--- src/core/tpra_pkg.sv ---
// Constants and carrier types for the transmit port rate arbiter.
// Notes on behaviour
// - In four-port mode, grant at most one contending port per cell slot.
// - Each slot: rate eligibility first, then priority choice among eligible ports.
// - Each port holds an 8-bit rate limit, a share of a 256-slot cycle.
// - Rate zero is never eligible; rate 255 is eligible in every slot.
// - Port eligible only when its rate is at least the slot's threshold.
// - Thresholds differ per port; rate 127 gives bursts of eight, four or two, or alternation, on ports 0 to 3 in turn.
// - Rate is only an upper bound, never a guaranteed throughput.
// - Two-bit priority from config bits 3 to 2; zero is most urgent.
// - A more urgent ready eligible port always beats a less urgent one.
// - Ports sharing the most urgent level in use take turns round-robin.
// - A preempting priority-zero port keeps every slot in which it is rate eligible until its data runs out; here the hold ends at a rate-ineligible slot.
// - A loser is judged afresh next slot, rate eligibility included.
// - Arbitration applies only in four-port FIFO mode, not single-port mode.
package tpra_pkg;
  localparam int TPRA_PORTS = 4;
  localparam int TPRA_RATE_W = 8;
  localparam int TPRA_SLOTS = 256;
  localparam int TPRA_PRIO_LSB = 2;
  localparam int TPRA_PRIO_MSB = 3;
  localparam logic [1:0] TPRA_PRIO_URGENT = 2'h0;
  localparam logic [7:0] TPRA_RATE_OFF = 8'h00;
  localparam logic [7:0] TPRA_RATE_FULL = 8'hff;
  localparam logic [7:0] TPRA_SLOT_RESET = 8'h00;
  localparam logic [1:0] TPRA_PORT_RESET = 2'h3;

  // Each threshold is the slot index with its bits scattered; entry [p][b] gives the
  // threshold bit that slot bit b lands on for port p.
  localparam logic [3:0][7:0][2:0] TPRA_THR_MAP = {
    {3'h2, 3'h1, 3'h0, 3'h5, 3'h4, 3'h6, 3'h3, 3'h7},
    {3'h1, 3'h0, 3'h5, 3'h4, 3'h6, 3'h3, 3'h7, 3'h2},
    {3'h0, 3'h5, 3'h4, 3'h6, 3'h3, 3'h7, 3'h2, 3'h1},
    {3'h5, 3'h4, 3'h6, 3'h3, 3'h7, 3'h2, 3'h1, 3'h0}
  };

  typedef struct packed {
    logic [7:0] rate_limit;
    logic [7:0] cell_config;
  } tpra_port_cfg_t;

  typedef struct packed {
    logic valid;
    logic [1:0] port;
  } tpra_grant_t;
endpackage

--- src/core/tpra_rate_gate.sv ---
// Per-port threshold table and rate eligibility compare.
`timescale 1ns/100ps
module tpra_rate_gate
  import tpra_pkg::*;
#(
  parameter int PORT = 0
) (
  input wire logic [7:0] slot,
  input wire logic [7:0] rate_limit,
  output logic [7:0] threshold,
  output logic eligible
);
  logic [7:0] thr_table [TPRA_SLOTS];

  // The table folds to constants in synthesis; slot zero always maps to threshold zero.
  always_comb begin
    logic [7:0] s;
    s = 8'h00;
    for (int i = 0; i < TPRA_SLOTS; i++) begin
      s = i[7:0];
      thr_table[i] = 8'h00;
      for (int b = 0; b < 8; b++) begin
        thr_table[i][TPRA_THR_MAP[PORT][b]] = s[b];
      end
    end
  end

  always_comb begin
    threshold = thr_table[slot];
    // Rate zero would pass the slot-zero compare, so it is blocked outright.
    // Eligibility only caps a port; whether it wins is left to the priority stage.
    eligible = (rate_limit != TPRA_RATE_OFF) && (rate_limit >= threshold);
  end
endmodule // tpra_rate_gate

--- src/core/tpra_arbiter.sv ---
// Transmit port rate arbiter: per-slot rate gating and priority grant.
`timescale 1ns/100ps
module tpra_arbiter
  import tpra_pkg::*;
(
  input wire logic clock,
  input wire logic rst_n,
  input wire logic slot_tick,
  input wire logic fifo_mode,
  input wire logic [TPRA_PORTS-1:0] port_empty,
  input wire tpra_port_cfg_t [TPRA_PORTS-1:0] port_cfg,
  output tpra_grant_t grant,
  output logic [7:0] slot_index
);
  logic rst_meta_ff;
  logic rst_sync_n;
  logic [7:0] slot_ff;
  logic [7:0] nxt_slot;
  tpra_grant_t grant_ff;
  tpra_grant_t nxt_grant;
  logic [1:0] rr_ff;
  logic [1:0] nxt_rr;
  logic hold_ff;
  logic nxt_hold;
  logic [1:0] last_prio_ff;
  logic [1:0] nxt_last_prio;
  logic [TPRA_PORTS-1:0] eligible;
  logic [TPRA_PORTS-1:0] cand;
  logic [1:0] prio [TPRA_PORTS];
  logic [TPRA_PORTS-1:0] cand_snap_ff;
  logic [7:0] rate_snap_ff [TPRA_PORTS];
  logic [7:0] thr_snap_ff [TPRA_PORTS];
  logic [7:0] thr [TPRA_PORTS];
  logic rst_sync_ff;

  always_ff @(posedge clock or negedge rst_n) begin
    if (!rst_n) begin
      rst_meta_ff <= 1'b0;
      rst_sync_ff <= 1'b0;
    end else begin
      rst_meta_ff <= 1'b1;
      rst_sync_ff <= rst_meta_ff;
    end
  end
  assign rst_sync_n = rst_sync_ff;

  for (genvar p = 0; p < TPRA_PORTS; p++) begin : g_port
    tpra_rate_gate #(.PORT(p)) u_gate (
      .slot(slot_ff),
      .rate_limit(port_cfg[p].rate_limit),
      .threshold(thr[p]),
      .eligible(eligible[p])
    );
    assign prio[p] = port_cfg[p].cell_config[TPRA_PRIO_MSB:TPRA_PRIO_LSB];
    // Judged afresh each slot, so a loser may drop out on rate next slot.
    assign cand[p] = eligible[p] && !port_empty[p];
  end

  always_comb begin
    logic [1:0] best;
    logic found;
    logic [1:0] idx;
    best = 2'h3;
    found = 1'b0;
    idx = 2'h0;
    nxt_slot = slot_ff;
    nxt_grant = '{valid: 1'b0, port: grant_ff.port};
    nxt_rr = rr_ff;
    nxt_hold = hold_ff;
    nxt_last_prio = last_prio_ff;
    if (slot_tick) begin
      nxt_slot = slot_ff + 8'h01;
      if (fifo_mode) begin
        for (int p = 0; p < TPRA_PORTS; p++) begin
          if (cand[p] && prio[p] < best) begin
            best = prio[p];
          end
        end
        if (hold_ff && cand[rr_ff] && prio[rr_ff] == TPRA_PRIO_URGENT) begin
          // The preempting urgent port keeps every slot until its FIFO drains or it misses a slot on rate.
          nxt_grant = '{valid: 1'b1, port: rr_ff};
        end else begin
          for (int k = 1; k <= TPRA_PORTS; k++) begin
            idx = 2'(rr_ff + k[1:0]);
            if (!found && cand[idx] && prio[idx] == best) begin
              found = 1'b1;
              nxt_grant = '{valid: 1'b1, port: idx};
            end
          end
        end
        if (nxt_grant.valid) begin
          nxt_rr = nxt_grant.port;
          // The level of the previous slot's winner, urgent when that slot had no grant,
          // so the preemption test does not depend on how far apart the ticks are.
          nxt_hold = (prio[nxt_grant.port] == TPRA_PRIO_URGENT) &&
                     (hold_ff || (last_prio_ff != TPRA_PRIO_URGENT));
          nxt_last_prio = prio[nxt_grant.port];
        end else begin
          nxt_hold = 1'b0;
          nxt_last_prio = TPRA_PRIO_URGENT;
        end
      end else begin
        nxt_hold = 1'b0;
        nxt_last_prio = TPRA_PRIO_URGENT;
      end
    end
  end

  always_ff @(posedge clock or negedge rst_sync_n) begin
    if (!rst_sync_n) begin
      slot_ff <= TPRA_SLOT_RESET;
      grant_ff <= '{valid: 1'b0, port: TPRA_PORT_RESET};
      rr_ff <= TPRA_PORT_RESET;
      hold_ff <= 1'b0;
      last_prio_ff <= TPRA_PRIO_URGENT;
    end else begin
      slot_ff <= nxt_slot;
      grant_ff <= nxt_grant;
      rr_ff <= nxt_rr;
      hold_ff <= nxt_hold;
      last_prio_ff <= nxt_last_prio;
    end
  end

  // Snapshot of the decision inputs, read only by the checks below.
  always_ff @(posedge clock or negedge rst_sync_n) begin
    if (!rst_sync_n) begin
      cand_snap_ff <= '0;
      for (int p = 0; p < TPRA_PORTS; p++) begin
        rate_snap_ff[p] <= TPRA_RATE_OFF;
        thr_snap_ff[p] <= TPRA_SLOT_RESET;
      end
    end else begin
      cand_snap_ff <= cand;
      for (int p = 0; p < TPRA_PORTS; p++) begin
        rate_snap_ff[p] <= port_cfg[p].rate_limit;
        thr_snap_ff[p] <= thr[p];
      end
    end
  end

  assign grant = grant_ff;
  assign slot_index = slot_ff;
endmodule // tpra_arbiter

--- config.mk ---
export PLATFORM = sky130hd
export DESIGN_NAME = tpra_arbiter
export DESIGN_NICKNAME = d
export VERILOG_FILES = /design/src/core/tpra_pkg.sv /design/src/core/tpra_rate_gate.sv /design/src/core/tpra_arbiter.sv
export SDC_FILE = /design/constraint.sdc
export NUM_CORES = 1
export LEC_CHECK = 0
export BUFFER_PORTS_ARGS = -buffer_cell sky130_fd_sc_hd__buf_4
export CAP_MARGIN = 20
export CORE_ASPECT_RATIO = 1.4
export CORE_UTILIZATION = 58
export CTS_CLUSTER_DIAMETER = 150
export DETAILED_ROUTE_END_ITERATION = 10
export GPL_TIMING_DRIVEN = 0
export HOLD_SLACK_MARGIN = 0.03
export PLACE_DENSITY = 0.88
export SLEW_MARGIN = 5
export SYNTH_ARGS = -nofsm -noshare
export SYNTH_HDL_FRONTEND = slang
export SYNTH_HIERARCHICAL = 1
export SYNTH_SLANG_ARGS = --single-unit
--- constraint.sdc ---
create_clock -name clock -period 1.4 [get_ports clock]
set_input_delay 0.07 -clock clock [delete_from_list [all_inputs] [get_ports clock]]
set_output_delay 0.07 -clock clock [all_outputs]
set_load 0.01 [all_outputs]
# == Yosys cells after proc, flatten, opt, wreduce, memory -nomap -nowiden ==
# Memories as Yosys holds them, arrays and structs flattened.
# Index checks and enable logic that the tools add are counted.
# word_totals
word_cells,151
ff_bits,18
memories,4
rom_bits,8192
in_bits,72
out_inout_bits,11
# mem_list
memory,depth,width,rd,rd_ports_with_merged_regs,wr,line_no,source
(no name shown),256,8,1,0,0,tpra_rate_gate.sv:29,threshold = thr_table[slot];
(no name shown),256,8,1,0,0,tpra_rate_gate.sv:29,
(no name shown),256,8,1,0,0,tpra_rate_gate.sv:29,
(no name shown),256,8,1,0,0,tpra_rate_gate.sv:29,
# op_classes
bitwise,6
n_addsub,4
n_reduce_logical,39
mux,68
n_lt_le_gt_ge,18
n_eq_ne,4
# ops
cell,count
2-to-1 mux 8 bit,8
2-to-1 mux 2 bit,24
greater-or-equal comparator 8 bit,4
nonzero test 8 bit,4
2-to-1 mux 3 bit,9
logical AND 1 bit,22
binary-select mux 2 bit (select 2 bit),5
2-to-1 mux 1 bit,18
"greater-or-equal comparator 3 bit, second input constant",5
inverter 2 -> 3 bit,5
"less-than comparator 2 x 3 -> 1 bit, second input constant",4
"greater-or-equal comparator 9 bit, second input constant",1
inverter 8 -> 9 bit,1
"adder 8 x 1 -> 8 bit, second input constant",1
binary-select mux 1 bit (select 2 bit),4
== test 2 bit,4
zero test 1 bit,7
less-than comparator 2 bit,3
"adder 2 bit, second input constant",2
zero test 2 bit,2
AND reduction 3 bit,1
"adder 2 x 1 -> 2 bit, second input constant",1
"less-than comparator 2 bit, second input constant",1
AND reduction 2 bit,1
other kinds (2),2

# == Depth between registers and ports, before layout ==
# depth
ltp_word,61
depth_mapped,28
depth_no_buf,26

# == Modules after synthesis ==
# The synthesis kept the hierarchy.
# by_module_without_submodules
mod,seq_area_each_um2,n_inst,area_each_um2,cells_per_inst
tpra_arbiter,455.4,1,1869.3,206
tpra_rate_gate,0.0,4,267.8,38

# == Least setup slack after synthesis ==
# No wires, ideal clock.
# synth_timing
kind,register -> register
startpoint,reg slot_ff[3] (netlist: slot_index[3])
endpoint,reg hold_ff
period_less_slack_ns,6.351
arrival_ns,6.218
slack_ns,-4.951
path_buffers,1
required_ns,1.267
stages_incl_launch_ff,27
path_cell_list,dfrtp_1 -> inv_1 -> ha_1 -> o21ai_1 -> a221o_1 -> a31oi_1 -> nor3b_1 -> or2_2 -> ha_1 -> nor4b_1 -> nor3_1 -> o21a_1 -> nor2_1 -> ha_1 -> nor4b_1 -> o32ai_1 -> a21oi_2 -> mux2_4 -> or3b_1 -> a22o_1 -> or2_0 -> a21oi_2 -> nand2b_1 -> buf_6 -> mux2_2 -> a222oi_1 -> nor3_1
# synth_via
word_cells_on_any_way,95
# synth_rtl
item,line_no,source
"start, declared",tpra_arbiter.sv:17,logic [7:0] slot_ff;
"start signal, assigned",tpra_arbiter.sv:117,slot_ff <= nxt_slot;
inverter 8 -> 9 bit (not written as such) (*),tpra_rate_gate.sv:29,
memory read (256 x 8 bit) (*),--,
2-to-1 mux 8 bit (not written as such) (*) (2 in a row),tpra_rate_gate.sv:29,
greater-or-equal comparator 8 bit (*),tpra_rate_gate.sv:32,eligible = (rate_limit != TPRA_RATE_OFF) && (rate_limit >= threshold);
logical AND 1 bit (*),tpra_rate_gate.sv:32,
via eligible[1],tpra_arbiter.sv:27,logic [TPRA_PORTS-1:0] eligible;
logical AND 1 bit (*),tpra_arbiter.sv:56,assign cand[p] = eligible[p] && !port_empty[p];
logical AND 1 bit,tpra_arbiter.sv:75,if (cand[p] && prio[p] < best) begin
(+39 left out),--,
2-to-1 mux 3 bit (*),tpra_arbiter.sv:71,if (slot_tick) begin
inverter 2 -> 3 bit (not written as such),tpra_arbiter.sv:95,nxt_hold = (prio[nxt_grant.port] == TPRA_PRIO_URGENT) &&
binary-select mux 2 bit (select 2 bit),tpra_arbiter.sv:95,
2-to-1 mux 2 bit (not written as such) (2 in a row),tpra_arbiter.sv:95,
zero test 2 bit,tpra_arbiter.sv:95,
logical AND 1 bit,tpra_arbiter.sv:95,
2-to-1 mux 1 bit (*),tpra_arbiter.sv:91,if (nxt_grant.valid) begin
2-to-1 mux 1 bit (*),tpra_arbiter.sv:73,if (fifo_mode) begin
"end signal, assigned",tpra_arbiter.sv:120,hold_ff <= nxt_hold;
"end, declared",tpra_arbiter.sv:23,logic hold_ff;
# The timed path passes the listed nets; every way through them passes the cells marked *. The select of a mux whose other input is x is not followed.
# A chain may end at the register's enable or synchronous reset.

# == Worst setup path after layout ==
# layout_timing
startpoint,reg slot_ff[7] (netlist: slot_index[7])
endpoint,reg hold_ff
# layout_via
elab_chain_cells,61
word_cells_on_any_way,95
# layout_lines
item,line_no
inverter 8 -> 9 bit (not written as such) (*),tpra_rate_gate.sv:29
memory read (256 x 8 bit) (*),--
2-to-1 mux 8 bit (not written as such) (*) (2 in a row),tpra_rate_gate.sv:29
greater-or-equal comparator 8 bit (*),tpra_rate_gate.sv:32
logical AND 1 bit (*),tpra_rate_gate.sv:32
via eligible[0],tpra_arbiter.sv:27
logical AND 1 bit (*),tpra_arbiter.sv:56
logical AND 1 bit,tpra_arbiter.sv:75
(+44 left out),--
2-to-1 mux 3 bit (*),tpra_arbiter.sv:71
inverter 2 -> 3 bit (not written as such),tpra_arbiter.sv:95
binary-select mux 2 bit (select 2 bit),tpra_arbiter.sv:95
2-to-1 mux 2 bit (not written as such) (2 in a row),tpra_arbiter.sv:95
zero test 2 bit,tpra_arbiter.sv:95
logical AND 1 bit,tpra_arbiter.sv:95
2-to-1 mux 1 bit (*),tpra_arbiter.sv:91
2-to-1 mux 1 bit (*),tpra_arbiter.sv:73
# Marks and branches as above.

==> impl_metrics.json <==
{
  "pin_count": 83,
  "design_area_mm2": 0.00394,
  "skew_ps": 2.40,
  "dieWidth_um": 59.7,
  "cts.sinks": 18,
  "power_frac_comb_pct": 83.8,
  "p_seq_share_pct": 11.5,
  "hold_violations": 0,
  "finalSetupTns_ps": -36290,
  "finalMaxSlewViolations": 0,
  "fmax_ghz": 0.157,
  "antenna_found_initial": 1,
  "fin_ws_ps": -4970,
  "grt_pass1_vias": 3140,
  "grt_usage_pct": 40.8,
  "initial_core_util_pct": 60.0,
  "drive_gt1_share_pct": 44.8,
  "required_ps": 1540,
  "clkTransAtPathRegs_ps": 70,
  "tritoncts": "done",
  "netlist_instances": 326,
  "worst_slew_pin_slew_ps": 673,
  "min_period_over_period_pct": 455,
  "path_class": "flop to flop",
  "leakage_nw": 1.74,
  "dr.pass1.iters": 5,
  "gp_congestion": 0.955,
  "clock_path_buffers": 2,
  "wl_per_cell_um": 22.2,
  "rsz0062_at_grt": "yes",
  "worstPathArrival_ps": 6510,
  "insertion_delay_ps": 260,
  "h-tree-depth": 1,
  "placed_cell_area_mm2": 0.00333,
  "vias": 3331,
  "p_sw_share_pct": 48.4,
  "grt_max_degree": 17,
  "routed_wl_um": 10900,
  "drc_errors": 0,
  "violations": "negative setup slack",
  "synth_fp_nets": 433,
  "dp_hpwl_um": 5860,
  "drt-initial-drc-count": 398,
  "layout_commonest_cell": "buf_4",
  "vias_per_cell": 6.81,
  "fill_cells": 244,
  "p_sw_mw": 4.53,
  "coreArea_mm2": 0.00450,
  "cp_top_family": "simple AND/OR/NAND/NOR gates",
  "avgSynthCellArea_um2": 8.28,
  "powerDensity_mw_per_mm2": 2370,
  "row_count": 29,
  "hold_path.class": "input port to flop",
  "netlist_area_mm2": 0.00270,
  "slowest_delay_ps": 450,
  "cp_slowest_cell": "dfrtp_2",
  "ff_latch_area_um2": 465,
  "max_cap_violations": 0,
  "p_total_mw": 9.34,
  "run_status": "complete, but fails checks",
  "grt_pass1_wl_um": 15000,
  "slew_headroom_pct": 55.2,
  "root_buffer": "clkbuf_8",
  "cp_max_fo": 7,
  "worstSetupStartpointType": "flop",
  "intPower_mw": 4.82,
  "die-area_mm2": 0.00494,
  "ys_warn_count": 6,
  "peakVddDrop_mv": 1.61,
  "cts_buffers": 3,
  "ant_nets": 0,
  "die_h_um": 82.7,
  "nNetsFinal": 534,
  "layout_common_cells": "94 x buf_4, 36 x inv_1, 25 x ha_1",
  "power_frac_clock_pct": 4.7,
  "port-buffer-count": 57,
  "fin_crit_ps": 6370,
  "critPathBufInv": 4,
  "setup_viol": 8,
  "areaGrowthSynthToFinish_pct": 46.0,
  "multi_input_area_mm2": 0.00239,
  "overflow": 0,
  "end_kind": "flop"
}
## registers in the layout, indices dropped and copies added, names as in the netlist
name          cells
hold_ff           1
rst_sync_ff       1
slot_index        8
last_prio_ff      2
rst_meta_ff       1
rr_ff             2
grant             3
## power by group through the flow
stage	logic [mW]	clock network [mW]	registers, mW
CTS	6.58	0.427	1.04
detailed placement	5.42	0	1.15
global placement	5.21	0	1.14
global route	8.32	0.474	1.08
floorplan	4.19	0	1.07
finish	7.83	0.438	1.08
## worst register-to-register path: cells and delay by family, from the launching register on
kind	cells	cell delay, ps
AND/OR/NAND/NOR	11	2190
AO/OA/AOI/OAI	8	1770
adder cells (fa/ha/maj)	3	800
multiplexers	2	570
flip-flops	1	450
buffers and inverters	4	450
## worst paths after layout
check | from | slack [ps] | endpoint | cells past startpoint
hold / removal | slot_tick | 70 | slot_index[0] | 2
setup / recovery | slot_index[7] | -4970 | hold_ff | 28
setup reg to reg | slot_index[7] | -4970 | hold_ff | 28
min in group asynchronous | rst_n | 120 | rst_meta_ff | 2
max in group asynchronous | rst_sync_ff | 660 | slot_index[5] | 0
hold reg to reg | rst_sync_ff | 280 | last_prio_ff[1] | 0
## routing by layer
layer	global-route usage, %	vias up	part of all wire (%)
li1	-	1405	-
met1	39.4	1551	33
met2	78.7	254	49
met3	6.23	121	7.9
met4	24.7	0	9.4
met5	0	-	0
## metrics by stage
stage,instances,utilization [%],worst slack [ps],hold slack [ps]
5_1_grt,489,87.6,-5180,72.1
3_3_place_gp,445,73.9,-4990,-148
2_1_floorplan,326,-,-4390,-226
4_1_cts,478,83.5,-4460,56.3
6_report,489,87.6,-4970,71.0
3_5_place_dp,445,73.9,-5110,-146
## final cells by class
cell class                 instances  area share [%]
antenna                            1          0.0635
sequential                        18            11.8
tap                               62            1.97
inverter                          44            4.19
clock buffer                       4            1.40
buffer                             7            1.08
timing repair buffer              97            18.8
multi-input combinational        256            60.7
## timing repair
action,in CTS,in global routing
hold buffers,1,0
endpoints found under the hold margin,2,0
buffers inserted,29,10
resized for setup,24,21
endpoints found under the setup margin,8,8
pin swaps,27,23
Power figures use the tool's default switching activity.
